===== src/rtl/rss_defs.svh =====
// Constants of the reset source and status block: offsets, fields, resets, counts
`ifndef RSS_DEFS_SVH
`define RSS_DEFS_SVH

// ----------------------------------------------------------------------------
// Register byte offsets
// ----------------------------------------------------------------------------
`define RSS_OFF_CAUSE      8'h00
`define RSS_OFF_BRK_AUX    8'h04
`define RSS_OFF_OPTION     8'h08
`define RSS_OFF_IRQ_STAT   8'h0C
`define RSS_OFF_IRQ_EN     8'h10
`define RSS_OFF_IRQ_CLR    8'h14

// ----------------------------------------------------------------------------
// Cause flag positions (same layout in status, enable and clear registers), then break and option bits
// ----------------------------------------------------------------------------
`define RSS_BIT_POR        7
`define RSS_BIT_PIN        6
`define RSS_BIT_WDOG       5
`define RSS_BIT_BADOP      4
`define RSS_BIT_BADAD      3
`define RSS_BIT_MODE       2
`define RSS_BIT_LOWV       1
`define RSS_BIT_BRKDIS     1
`define RSS_BIT_STOPEN     0

// ----------------------------------------------------------------------------
// Reset values
// ----------------------------------------------------------------------------
`define RSS_CAUSE_RST      8'h80
`define RSS_BRK_AUX_RST    8'h00
`define RSS_OPTION_RST     8'h00
`define RSS_IRQ_RST        8'h00

// ----------------------------------------------------------------------------
// Timing counts, in oscillator clock cycles, the system clocks per oscillator cycle, and bus answers
// ----------------------------------------------------------------------------
`define RSS_PIN_CYCLES     32
`define RSS_HOLD_CYCLES    32
`define RSS_LOWV_EXTRA     4096
`define RSS_OSC_DIV        4
`define RSS_RESP_OKAY      2'h0
`define RSS_RESP_SLVERR    2'h2

`endif


===== src/rtl/rss_pkg.sv =====
// Types shared by the reset source and status block
package rss_pkg;
	// Sequencer states, one-hot
	typedef enum logic [3:0] {
		RSS_IDLE  = 4'b0001,
		RSS_DRIVE = 4'b0010,
		RSS_HOLD  = 4'b0100,
		RSS_EXT   = 4'b1000
	} rss_state_e;

	// Eight-bit cause flag vector
	typedef logic [7:0] rss_flags_t;
endpackage : rss_pkg


===== src/rtl/rss_top.sv =====
// Reset source sequencer with cause status, break control and AXI4-Lite registers
`timescale 1ns/1ps
`default_nettype none
`include "rss_defs.svh"

module rss_top #(
	parameter int unsigned OSC_DIV     = `RSS_OSC_DIV,                      // System clocks per oscillator cycle
	parameter int unsigned PIN_CYCLES  = `RSS_PIN_CYCLES,                   // Pin drive time, oscillator cycles
	parameter int unsigned LOWV_CYCLES = `RSS_LOWV_EXTRA + `RSS_PIN_CYCLES  // Low-voltage pin drive time
) (
	input  wire logic              clk,                // System clock, 200 MHz
	input  wire logic              rst,                // Power-on reset, synchronous, high
	// AXI4-Lite slave
	input  wire logic [7:0]        s_axi_awaddr,       // Write address
	input  wire logic              s_axi_awvalid,      // Write address valid
	output logic                   s_axi_awready,      // Write address ready
	input  wire logic [31:0]       s_axi_wdata,        // Write data
	input  wire logic [3:0]        s_axi_wstrb,        // Write byte strobes
	input  wire logic              s_axi_wvalid,       // Write data valid
	output logic                   s_axi_wready,       // Write data ready
	output logic [1:0]             s_axi_bresp,        // Write response
	output logic                   s_axi_bvalid,       // Write response valid
	input  wire logic              s_axi_bready,       // Write response ready
	input  wire logic [7:0]        s_axi_araddr,       // Read address
	input  wire logic              s_axi_arvalid,      // Read address valid
	output logic                   s_axi_arready,      // Read address ready
	output logic [31:0]            s_axi_rdata,        // Read data
	output logic [1:0]             s_axi_rresp,        // Read response
	output logic                   s_axi_rvalid,       // Read data valid
	input  wire logic              s_axi_rready,       // Read data ready
	// Reset causes from the rest of the chip
	input  wire logic              watchdog_overflow,  // Watchdog counter overflow pulse
	input  wire logic              illegal_opcode,     // CPU decode found illegal instruction
	input  wire logic              stop_exec,          // CPU executes the stop instruction
	input  wire logic              unmapped_access,    // CPU access hits an unmapped address
	input  wire logic              opcode_fetch,       // Current access is an opcode fetch
	input  wire logic              low_voltage_trip,   // Supply fell to the trip level
	input  wire logic              monitor_entry,      // Monitor entered with blank vector, irq at supply
	// Mode and test-voltage detects
	input  wire logic              monitor_mode,       // Device is in monitor mode
	input  wire logic              break_state,        // Debug break interrupt active
	input  wire logic              rst_pin_hv,         // Test high voltage on reset pin
	input  wire logic              irq_pin_hv,         // Test high voltage on interrupt pin
	// Open-drain reset pin
	input  wire logic              rst_pin_i,          // Reset pin level, low is reset
	output logic                   rst_pin_o,          // Reset pin drive value, always low
	output logic                   rst_pin_oe_n,       // Drive enable, low while pulling pin down
	// Results
	output logic                   chip_reset,         // Internal chip reset, high while held
	output logic                   watchdog_disable,   // Watchdog disabled, combinational
	output rss_pkg::rss_flags_t    last_cause,         // Current cause flags
	output logic                   irq                 // Level interrupt
);
	import rss_pkg::*;

	// ------------------------------------------------------------------------
	// Local widths and counts
	// ------------------------------------------------------------------------
	localparam int unsigned CW = $clog2(LOWV_CYCLES + 1) > 6 ? $clog2(LOWV_CYCLES + 1) : 6; // Counter width
	localparam logic [CW-1:0] PIN_LAST  = CW'(PIN_CYCLES - 1);        // Last count, normal drive
	localparam logic [CW-1:0] LOWV_LAST = CW'(LOWV_CYCLES - 1);       // Last count, low-voltage drive
	localparam logic [CW-1:0] HOLD_LAST = CW'(`RSS_HOLD_CYCLES - 1);  // Last count, internal hold
	localparam int unsigned DW = $clog2(OSC_DIV + 1);                 // Divider width
	localparam logic [DW-1:0] DIV_LAST  = DW'(OSC_DIV - 1);           // Divider wrap value

	// ------------------------------------------------------------------------
	// State
	// ------------------------------------------------------------------------
	rss_state_e    state_q, state_d;          // Sequencer state
	logic [CW-1:0] cnt_q, cnt_d;              // Oscillator cycle counter
	logic [DW-1:0] div_q, div_d;              // Oscillator enable divider
	rss_flags_t    cause_q, cause_d;          // Reset cause flags
	logic [7:0]    brk_q, brk_d;              // Break auxiliary control
	logic [7:0]    opt_q, opt_d;              // Option control
	rss_flags_t    ist_q, ist_d;              // Interrupt status, sticky
	rss_flags_t    ien_q, ien_d;              // Interrupt enable
	logic          aw_got_q, aw_got_d;        // Write address held
	logic [7:0]    awaddr_q, awaddr_d;        // Held write address
	logic          w_got_q, w_got_d;          // Write data held
	logic [31:0]   wdata_q, wdata_d;          // Held write data
	logic          wstrb0_q, wstrb0_d;        // Held low byte strobe
	logic          bvalid_q, bvalid_d;        // Write response pending
	logic [1:0]    bresp_q, bresp_d;          // Write response code
	logic          rvalid_q, rvalid_d;        // Read data pending
	logic [31:0]   rdata_q, rdata_d;          // Read data
	logic [1:0]    rresp_q, rresp_d;          // Read response code

	// Combinational helpers
	logic          osc_tick;                  // One pulse per oscillator cycle
	logic          wd_ev;                     // Qualified watchdog event
	logic          badop_ev;                  // Illegal instruction event
	logic          badad_ev;                  // Illegal address event
	logic          lowv_ev;                   // Low-voltage event
	logic          mode_ev;                   // Monitor entry event
	logic          pin_ev;                    // External pin event
	logic          int_ev;                    // Any internal source
	rss_flags_t    ev_set;                    // Flags raised this cycle
	logic          wr_go;                     // Register write happens
	logic          rd_go;                     // Register read happens

	// ------------------------------------------------------------------------
	// Watchdog disable, pure gates on the mode, break and high-voltage detects and the break disable bit
	// ------------------------------------------------------------------------
	always_comb begin
		watchdog_disable = (monitor_mode & (rst_pin_hv | irq_pin_hv))
			| (break_state & rst_pin_hv)
			| (break_state & brk_q[`RSS_BIT_BRKDIS]);
	end

	// ------------------------------------------------------------------------
	// Event qualification, taken only while the chip runs
	// ------------------------------------------------------------------------
	always_comb begin
		wd_ev    = state_q == RSS_IDLE && watchdog_overflow && !watchdog_disable;
		badop_ev = state_q == RSS_IDLE
			&& (illegal_opcode || (stop_exec && !opt_q[`RSS_BIT_STOPEN]));
		badad_ev = state_q == RSS_IDLE && unmapped_access && opcode_fetch;
		lowv_ev  = state_q == RSS_IDLE && low_voltage_trip;
		mode_ev  = state_q == RSS_IDLE && monitor_entry;
		int_ev   = wd_ev | badop_ev | badad_ev | lowv_ev | mode_ev;
		pin_ev   = state_q == RSS_IDLE && !int_ev && !rst_pin_i;
		ev_set   = '0;
		ev_set[`RSS_BIT_PIN]   = pin_ev;
		ev_set[`RSS_BIT_WDOG]  = wd_ev;
		ev_set[`RSS_BIT_BADOP] = badop_ev;
		ev_set[`RSS_BIT_BADAD] = badad_ev;
		ev_set[`RSS_BIT_MODE]  = mode_ev;
		ev_set[`RSS_BIT_LOWV]  = lowv_ev;
	end

	// ------------------------------------------------------------------------
	// Oscillator enable divider
	// ------------------------------------------------------------------------
	always_comb begin
		osc_tick = div_q == DIV_LAST;
		div_d    = osc_tick ? '0 : div_q + DW'(1);
	end

	always_ff @(posedge clk) begin
		if (rst) begin
			div_q <= '0;
		end else begin
			div_q <= div_d;
		end
	end

	// ------------------------------------------------------------------------
	// Reset sequencer
	// ------------------------------------------------------------------------
	always_comb begin
		state_d = state_q;
		cnt_d   = cnt_q;
		case (state_q)
			RSS_IDLE: begin
				// Internal source: pull the pin down
				if (int_ev) begin
					state_d = RSS_DRIVE;
					cnt_d   = lowv_ev ? LOWV_LAST : PIN_LAST;
				end else if (pin_ev) begin
					state_d = RSS_EXT;
				end
			end
			RSS_DRIVE: begin
				// Count pin-low oscillator cycles
				if (osc_tick) begin
					if (cnt_q == '0) begin
						state_d = RSS_HOLD;
						cnt_d   = HOLD_LAST;
					end else begin
						cnt_d = cnt_q - CW'(1);
					end
				end
			end
			RSS_HOLD: begin
				// Pin released, chip still held
				if (osc_tick) begin
					if (cnt_q == '0) begin
						state_d = RSS_IDLE;
					end else begin
						cnt_d = cnt_q - CW'(1);
					end
				end
			end
			RSS_EXT: begin
				// Held until the outside lets the pin go
				if (rst_pin_i) begin
					state_d = RSS_HOLD;
					cnt_d   = HOLD_LAST;
				end
			end
			default: begin
				state_d = RSS_IDLE;
				cnt_d   = '0;
			end
		endcase
	end

	always_ff @(posedge clk) begin
		if (rst) begin
			state_q <= RSS_IDLE;
			cnt_q   <= '0;
		end else begin
			state_q <= state_d;
			cnt_q   <= cnt_d;
		end
	end

	// ------------------------------------------------------------------------
	// AXI4-Lite handshakes
	// ------------------------------------------------------------------------
	always_comb begin
		s_axi_awready = !aw_got_q && !bvalid_q;
		s_axi_wready  = !w_got_q && !bvalid_q;
		s_axi_arready = !rvalid_q;
		wr_go         = aw_got_q && w_got_q && !bvalid_q;
		rd_go         = s_axi_arvalid && s_axi_arready;
	end

	// ------------------------------------------------------------------------
	// Register file and bus next values
	// ------------------------------------------------------------------------
	always_comb begin
		aw_got_d = aw_got_q;
		awaddr_d = awaddr_q;
		w_got_d  = w_got_q;
		wdata_d  = wdata_q;
		wstrb0_d = wstrb0_q;
		bvalid_d = bvalid_q;
		bresp_d  = bresp_q;
		rvalid_d = rvalid_q;
		rdata_d  = rdata_q;
		rresp_d  = rresp_q;
		brk_d    = brk_q;
		opt_d    = opt_q;
		ien_d    = ien_q;
		cause_d  = cause_q;
		ist_d    = ist_q;
		// Capture write address and data in either order
		if (s_axi_awvalid && s_axi_awready) begin
			aw_got_d = 1'b1;
			awaddr_d = s_axi_awaddr;
		end
		if (s_axi_wvalid && s_axi_wready) begin
			w_got_d  = 1'b1;
			wdata_d  = s_axi_wdata;
			wstrb0_d = s_axi_wstrb[0];
		end
		// Perform the write once both halves are held
		if (wr_go) begin
			aw_got_d = 1'b0;
			w_got_d  = 1'b0;
			bvalid_d = 1'b1;
			bresp_d  = `RSS_RESP_OKAY;
			if (awaddr_q == `RSS_OFF_BRK_AUX) begin
				// Only the break disable bit is writable
				if (wstrb0_q) begin
					brk_d = '0;
					brk_d[`RSS_BIT_BRKDIS] = wdata_q[`RSS_BIT_BRKDIS];
				end
			end else if (awaddr_q == `RSS_OFF_OPTION) begin
				if (wstrb0_q) begin
					opt_d = '0;
					opt_d[`RSS_BIT_STOPEN] = wdata_q[`RSS_BIT_STOPEN];
				end
			end else if (awaddr_q == `RSS_OFF_IRQ_EN) begin
				if (wstrb0_q) begin
					ien_d = wdata_q[7:0];
				end
			end else if (awaddr_q == `RSS_OFF_IRQ_CLR) begin
				// Ones clear interrupt status bits
				if (wstrb0_q) begin
					ist_d = ist_q & ~wdata_q[7:0];
				end
			end else if (awaddr_q == `RSS_OFF_CAUSE || awaddr_q == `RSS_OFF_IRQ_STAT) begin
				// Read-only: write ignored
				bresp_d = `RSS_RESP_OKAY;
			end else begin
				bresp_d = `RSS_RESP_SLVERR;
			end
		end else if (bvalid_q && s_axi_bready) begin
			bvalid_d = 1'b0;
		end
		// Read: data and side effects on the address handshake
		if (rd_go) begin
			rvalid_d = 1'b1;
			rresp_d  = `RSS_RESP_OKAY;
			rdata_d  = '0;
			if (s_axi_araddr == `RSS_OFF_CAUSE) begin
				rdata_d = {24'h000000, cause_q};
				cause_d = '0;
			end else if (s_axi_araddr == `RSS_OFF_BRK_AUX) begin
				rdata_d = {24'h000000, brk_q};
			end else if (s_axi_araddr == `RSS_OFF_OPTION) begin
				rdata_d = {24'h000000, opt_q};
			end else if (s_axi_araddr == `RSS_OFF_IRQ_STAT) begin
				rdata_d = {24'h000000, ist_q};
			end else if (s_axi_araddr == `RSS_OFF_IRQ_EN) begin
				rdata_d = {24'h000000, ien_q};
			end else if (s_axi_araddr == `RSS_OFF_IRQ_CLR) begin
				// Write-only, reads zero
				rdata_d = '0;
			end else begin
				rresp_d = `RSS_RESP_SLVERR;
			end
		end else if (rvalid_q && s_axi_rready) begin
			rvalid_d = 1'b0;
		end
		// New causes win over a clearing read or write
		cause_d = cause_d | ev_set;
		ist_d   = ist_d | ev_set;
	end

	always_ff @(posedge clk) begin
		if (rst) begin
			cause_q  <= `RSS_CAUSE_RST;
			brk_q    <= `RSS_BRK_AUX_RST;
			opt_q    <= `RSS_OPTION_RST;
			ist_q    <= `RSS_IRQ_RST;
			ien_q    <= `RSS_IRQ_RST;
			aw_got_q <= 1'b0;
			awaddr_q <= 8'h00;
			w_got_q  <= 1'b0;
			wdata_q  <= 32'h00000000;
			wstrb0_q <= 1'b0;
			bvalid_q <= 1'b0;
			bresp_q  <= `RSS_RESP_OKAY;
			rvalid_q <= 1'b0;
			rdata_q  <= 32'h00000000;
			rresp_q  <= `RSS_RESP_OKAY;
		end else begin
			cause_q  <= cause_d;
			brk_q    <= brk_d;
			opt_q    <= opt_d;
			ist_q    <= ist_d;
			ien_q    <= ien_d;
			aw_got_q <= aw_got_d;
			awaddr_q <= awaddr_d;
			w_got_q  <= w_got_d;
			wdata_q  <= wdata_d;
			wstrb0_q <= wstrb0_d;
			bvalid_q <= bvalid_d;
			bresp_q  <= bresp_d;
			rvalid_q <= rvalid_d;
			rdata_q  <= rdata_d;
			rresp_q  <= rresp_d;
		end
	end

	// ------------------------------------------------------------------------
	// Outputs
	// ------------------------------------------------------------------------
	always_comb begin
		s_axi_bvalid = bvalid_q;
		s_axi_bresp  = bresp_q;
		s_axi_rvalid = rvalid_q;
		s_axi_rdata  = rdata_q;
		s_axi_rresp  = rresp_q;
		rst_pin_o    = 1'b0;
		rst_pin_oe_n = state_q != RSS_DRIVE;
		chip_reset   = state_q != RSS_IDLE;
		last_cause   = cause_q;
		irq          = |(ist_q & ien_q);
	end

endmodule : rss_top

`default_nettype wire


===== config.mk =====
export PLATFORM = sky130hd
export DESIGN_NAME = rss_top
export DESIGN_NICKNAME = d
export VERILOG_FILES = /design/src/rtl/rss_pkg.sv /design/src/rtl/rss_top.sv
export VERILOG_INCLUDE_DIRS = /design/src /design/src/rtl
export SDC_FILE = /design/constraint.sdc
export NUM_CORES = 1
export LEC_CHECK = 0
export BUFFER_PORTS_ARGS = -buffer_cell sky130_fd_sc_hd__buf_2
export CORE_MARGIN = 8
export CORE_UTILIZATION = 45
export CTS_CLUSTER_SIZE = 10
export DETAILED_ROUTE_END_ITERATION = 7
export PLACE_DENSITY = 0.73
export SLEW_MARGIN = 20
export SYNTH_ARGS = -nofsm -noshare
export SYNTH_HDL_FRONTEND = slang
export SYNTH_SLANG_ARGS = --single-unit

===== constraint.sdc =====
create_clock -name clk -period 4.88 [get_ports clk]
set_clock_uncertainty 0.2 [all_clocks]
set_input_delay 0.244 -clock clk [delete_from_list [all_inputs] [get_ports clk]]
set_output_delay 0.244 -clock clk [all_outputs]
set_load 0.01 [all_outputs]

==> results of run 1 <==
-- kinds of logic (layout without fill, tap and decap cells) --
kind of cell    after synthesis  in the layout
xor+xnor                      1              1
flops                        76             76
mux                          15             15
other cells                   1             28
fa+ha+maj                     3              3
compound gates              111            111
simple gates                168            168
buf+inv                      56            118
-- per-stage QoR --
| step | hold WS (ps) | cell area [um^2] | std cells | util (%) |
|---|---|---|---|---|
| 2_1_floorplan | 122 | 3810 | 458 | - |
| 3_3_place_gp | 218 | 4010 | 588 | 49.5 |
| 3_5_place_dp | 232 | 4010 | 588 | 49.5 |
| 4_1_cts | 21.7 | 4420 | 625 | 54.6 |
| 5_1_grt | 35.3 | 4420 | 625 | 54.6 |
| 6_report | 32.4 | 4420 | 625 | 54.6 |
-- cell usage after synthesis, types with 7 or more instances --
cell type,count
buf_4,31
o22ai_1,7
nor3_1,9
nand3_1,15
nor2_1,25
dfxtp_1,76
nand2_1,62
mux2i_1,15
a21oi_1,54
inv_1,11
clkbuf_1,13
o31ai_1,8
a22oi_1,11
-- metal layers --
metal  track usage, %  vias up
met5                0        -
met4             6.83        0
met3             4.56       18
met2             27.1      113
met1             20.4     1577
li1                 -     1682
-- worst register-to-register path, cell delays in order (launching register included) --
cell,delay [ps]
dfxtp_1,490
nor4b_4,470
and4b_1,350
and2_1,630
a21oi_1,160
o211a_1,220
-- power by group through the flow --
stage	Sequential [mW]	Combinational, mW	Clock, mW
final	0.803	0.658	0.485
after global routing	0.817	0.735	0.521
after CTS	0.800	0.654	0.494
after detailed placement	0.814	0.638	0
after global placement	0.809	0.622	0
after floorplan	0.796	0.507	0
-- area by class of cell --
type / count / area, um^2
fill: 767 / 3670
clock buffer: 12 / 155
sequential: 76 / 1520
timing repair buffer: 91 / 563
inverter: 11 / 41.3
tap: 105 / 131
clock inverter: 4 / 47.5
multi-input combinational: 326 / 1960
-- worst min-delay path by stage --
stage	start	cells past startpoint	to
after global placement	div_q[0]$_SDFF_PP0_	1	div_q[0]$_SDFF_PP0_
final	watchdog_overflow	3	last_cause[5]$_SDFF_PP0_
after detailed placement	s_axi_rready	2	s_axi_rvalid$_SDFFE_PP0P_
after CTS	watchdog_overflow	3	ist_q[5]$_SDFF_PP0_
after global routing	watchdog_overflow	3	last_cause[5]$_SDFF_PP0_
after floorplan	rst_pin_i	1	state_q[3]$_SDFFE_PP0P_
-- flip-flops by register name, indices dropped and copies added, names as in the netlist, 3 cells and up --
register,flops
wdata_q,8
div_q,3
cnt_q,13
last_cause,7
awaddr_q,8
state_q,4
ien_q,8
s_axi_rdata,8
ist_q,8
==> metrics.md, run 1 <==
| Metric | Value |
|---|---|
| Sw Pwr | 0.696 mW |
| Overall Global Routing Usage | 16.7% |
| Max incr delay on CP | 630 ps |
| Slew headroom | 38.2% |
| Die width | 107 um |
| Initial antenna violation count | 0 |
| R2R depth | 5 |
| Top delay family on crit path | simple AND/OR/NAND/NOR gates |
| Commonest non-fill, non-tap cell in the layout | dfxtp_1 |
| Hold Buf Count CTS | 21 |
| EDFF count, synth | 0 |
| Most used DFF post-synth | dfxtp_1 |
| Core area | 8090 um^2 |
| Total power | 1.95 mW |
| Synthesized area per cell | 8.60 um^2 |
| Cts repair resizes | 0 |
| Synth warn | 0 |
| Sw Ratio | 35.8% |
| First-pass GRT wire length | 15.8 mm |
| Hold Path Class | primary input to flop |
| Met2 wire length | 4.36 mm |
| Vias | 3390 |
| Cell depth of the worst setup path | 5 |
| Buffers & Inverters on Critical Path | 0 |
| Setup bufs post-CTS | 0 |
| GRT overflow | 0 |
| LEAKAGE | 1.86 nW |
| Seq cells post-synth | 76 |
| Synthesized instance count | 431 |
| Largest net degree at the start of global routing | 63 |
| Setup WS pre-CTS | 2300 ps |
| Max-cap viol count | 0 |
| Gpl congestion | 0.851 |
| Final period util | 53.5% |
| Clock Latency Late Sink | 340 ps |
| Most frequent cells in the layout | dfxtp_1, buf_2, nand2_1 |
| Num CTS Buffers | 9 |
| Final nets | 589 |
| Initial drt markers | 235 |
| Setup TNS | 0 ps |
| Asr flop ratio synth | 0% |
| Largest family of logic cells by synthesized area | simple AND/OR/NAND/NOR gates |
| RSZ-0062 raised after global routing | no |
| Final setup fails | 0 |
| Internal | 1.25 mW |
| Clk slew on worst S/H paths | 80 ps |
| # rows | 33 |
| CTS Buffer Depth | 2 |
| Fmax | 0.383 GHz |
| Critical path arrival | 2650 ps |
| Terminus of the critical flop-to-flop path | state_q[2]$_SDFFE_PP0P_ |
| Status | complete, no violations |
| Crit Path Class | flop to flop |
| Comb power frac | 33.8% |
| Seq/Total Area, Yosys | 41.0% |
| Crit. Startpoint | state_q[0]$_SDFFE_PP1P_ |
| Simple-gate share of the synthesized area | 24.8% |
| Met3 wire length | 648 um |
| Mapped cell area | 3710 um^2 |
| Mux contribution to synthesized area | 4.05% |
| Port bufs | 69 |
| Final slew viol count | 0 |
| Area contributors post-synth | dfxtp_1, a21oi_1, buf_4 |
| Area grow syn2layout | 19.2% |
| Crit path time final | 2610 ps |
| Final hold violation count | 0 |
| Worst-Margin Slew | 914 ps |
| CTS sink count | 76 |
| I/O pins | 125 |
| Die ar. | 11400 um^2 |
| Pwr dens | 440 nW/um^2 |
| Die height | 107 um |
| Req. time, crit path | 4920 ps |
| Worst setup EP type | flop |
| R2R Path Start | state_q[0]$_SDFFE_PP1P_ |
| Met1 Wirelength | 4.19 mm |
| Post-DR wirelength/cell | 15.0 um |
| Fin worst setup slack | 2270 ps |
| Vias in the first global route | 3344 |
| Detailed placement HPWL | 6.84 mm |
| Top Metal Used | met4 |
| Starting Density | 45.8% |
| Initial DRT Pass Iterations | 5 |
| Post-synth top area share | 41.0% |
| Final wirelength | 9.39 mm |
| Slowest-stage cell, CP | and2_1 |
| Root Buffer Master | clkbuf_8 |
| Clock power share | 24.9% |
| DR DRC count | 0 |
| Synthesized-area fraction occupied by adder cells | 1.01% |
| Post-route ant nets | 0 |
| Vias/cell | 5.42 |
| Flop2flop setup slack | 2270 ps |
| Xor/xnor share of the synthesized area | 0.236% |
| Ant diodes | 0 |
| Setup crit end | state_q[2]$_SDFFE_PP0P_ |
| Yosys top cell by area | dfxtp_1 |
| Max FO, Critical Path | 20 |
| CP startpoint kind | flop |
| Sequential fraction of design power | 41.3% |
| CTS H-tree lvls | 3 |
| CTS tree | yes |
| Distinct cell type count after synthesis | 59 |
| Worst-case vdd ir drop | 0.000195 V |
| CP Cell Sequence | nor4b_4 -> and4b_1 -> and2_1 -> a21oi_1 -> o211a_1 |
| Synth Area in Compound Gates | 20.0% |
| Share of layout cells above drive strength 1 | 19.8% |
Note: power is estimated with default switching activity, not from simulation.
==> run 2: changes to the inputs <==
==> constraint.sdc (replaced) <==
create_clock -name clk -period 2.5 [get_ports clk]
set_clock_uncertainty 0.2 [all_clocks]
set_input_delay 0.125 -clock clk [delete_from_list [all_inputs] [get_ports clk]]
set_output_delay 0.125 -clock clk [all_outputs]
set_load 0.01 [all_outputs]
==> run 2 against run 1 <==
Against the previous run:
- fmax grew 8.7%
- power rose by 110%
- first-iteration DRC count shrank 28%
- setup slack worse by 2200 ps
- utilization is 2.9 points higher
- routed wire length grew 5.8%
- register-to-register slack worse by 2200 ps
- highest routed layer unchanged
==> metrics.md, run 2 (synthesized netlist as in run 1, its figures left out) <==
| Metric | Value |
|---|---|
| LEAKAGE | 1.97 nW |
| Req. time, crit path | 2570 ps |
| Share of layout cells above drive strength 1 | 22.1% |
| Max-cap viol count | 0 |
| Initial drt markers | 169 |
| Final nets | 613 |
| Vias/cell | 5.47 |
| Top delay family on crit path | simple AND/OR/NAND/NOR gates |
| GRT overflow | 0 |
| Slew headroom | 63.5% |
| CTS sink count | 76 |
| Setup WS pre-CTS | 39.0 ps |
| Overall Global Routing Usage | 17.3% |
| Post-route ant nets | 0 |
| Initial antenna violation count | 0 |
| Final std cells w/o fill | 649 |
| Port bufs | 69 |
| Pwr dens | 857 nW/um^2 |
| Critical path arrival | 2480 ps |
| Worst-case vdd ir drop | 0.000408 V |
| Fin worst setup slack | 98.5 ps |
| CP Cell Sequence | inv_1 -> ha_2 -> or3b_4 -> or4_4 -> o211ai_4 -> buf_4 -> o211ai_1 -> a21oi_1 |
| Worst setup EP type | flop |
| Detailed placement HPWL | 7.13 mm |
| # rows | 33 |
| Ant diodes | 0 |
| Buffers & Inverters on Critical Path | 2 |
| Final period util | 96.1% |
| CTS H-tree lvls | 3 |
| Clock Latency Late Sink | 340 ps |
| CP startpoint kind | flop |
| Max incr delay on CP | 520 ps |
| Hold Path Class | primary input to flop |
| Final wirelength | 9.94 mm |
| Num CTS Buffers | 9 |
| Final slew viol count | 0 |
| Final hold slack | 38.2 ps |
| DR DRC count | 0 |
| Commonest non-fill, non-tap cell in the layout | dfxtp_1 |
| Status | complete, no violations |
| Final setup fails | 0 |
| Die ar. | 11400 um^2 |
| R2R Path Start | cnt_q[0]$_SDFFE_PP0P_ |
| Post-placement cell count | 597 |
| I/O pins | 125 |
| Max FO, Critical Path | 4 |
| Slowest-stage cell, CP | or4_4 |
| Largest net degree at the start of global routing | 29 |
| CTS tree | yes |
| Gpl congestion | 0.885 |
| Die height | 107 um |
| Final hold violation count | 0 |
| Initial DRT Pass Iterations | 5 |
| Clk slew on worst S/H paths | 70 ps |
| Startpoint of the worst hold path | s_axi_awvalid |
| CTS Buffer Depth | 2 |
| Starting Density | 45.8% |
| Vias in the first global route | 3533 |
| Max reg flops | 13 |
| Crit path time final | 2400 ps |
| Crit Path Class | flop to flop |
| Vias | 3548 |
| Post-DR wirelength/cell | 15.3 um |
| RSZ-0062 raised after global routing | no |
| Fmax | 0.416 GHz |
| Die width | 107 um |
| First-pass GRT wire length | 16.3 mm |
| Core area | 8090 um^2 |
| Setup TNS | 0 ps |
| Worst-Margin Slew | 547 ps |
| Area grow syn2layout | 25.6% |
| Most frequent cells in the layout | dfxtp_1, buf_2, nand2_1 |
| Crit. Startpoint | cnt_q[0]$_SDFFE_PP0P_ |
| Biggest register | cnt_q |
| Root Buffer Master | clkbuf_8 |
run 2: worst paths after layout:
check	end	slack, ps	depth (start not counted)
max	cnt_q[2]$_SDFFE_PP0P_	100	8
min	awaddr_q[7]$_SDFFE_PP0P_	40	4
max reg2reg	cnt_q[2]$_SDFFE_PP0P_	100	8
min reg2reg	div_q[0]$_SDFF_PP0_	240	1
run 2: stage by stage:
stage / cell area, um^2 / utilization, % / power (mW)
after CTS: 4610 / 56.9 / 3.87
after floorplan: 3810 / - / 2.54
final: 4660 / 57.5 / 3.99
after detailed placement: 4080 / 50.4 / 2.88
after global placement: 4080 / 50.4 / 2.84
after global routing: 4660 / 57.5 / 4.22
run 2: routing by layer:
metal	vias to the layer above	part of all wire [%]	GRT usage [%]
li1	1721	-	-
met5	-	0	0
met4	0	2.3	7.94
met2	137	49	30.0
met3	22	6.4	3.24
met1	1668	42	20.1
run 2: final cells by class:
type | instances | area (um^2)
Multi-Input combinational cell | 326 | 1990
Tap cell | 105 | 131
Clock inverter | 4 | 47.5
Fill cell | 705 | 3440
Timing Repair Buffer | 115 | 773
Inverter | 11 | 41.3
Clock buffer | 12 | 155
Sequential cell | 76 | 1520
run 2: what timing repair did:
item,CTS,global route
resized for setup,0,6
hold buffers,33,0
setup endpoints to repair,0,13
endpoints found under the hold margin,41,0
buffers inserted,0,3
run 2: tightest hold or removal path, stage by stage:
cell     delay, ps
buf_2           80
nand2_1        150
nand2_1        110
a21oi_1         50
run 2: report_power, final:
group / internal, mW / switching (mW) / leakage [nW] / total [mW]
registers: 1.38 / 0.199 / 0.621 / 1.58
logic: 0.678 / 0.794 / 1.24 / 1.47
clock network: 0.513 / 0.428 / 0.102 / 0.941
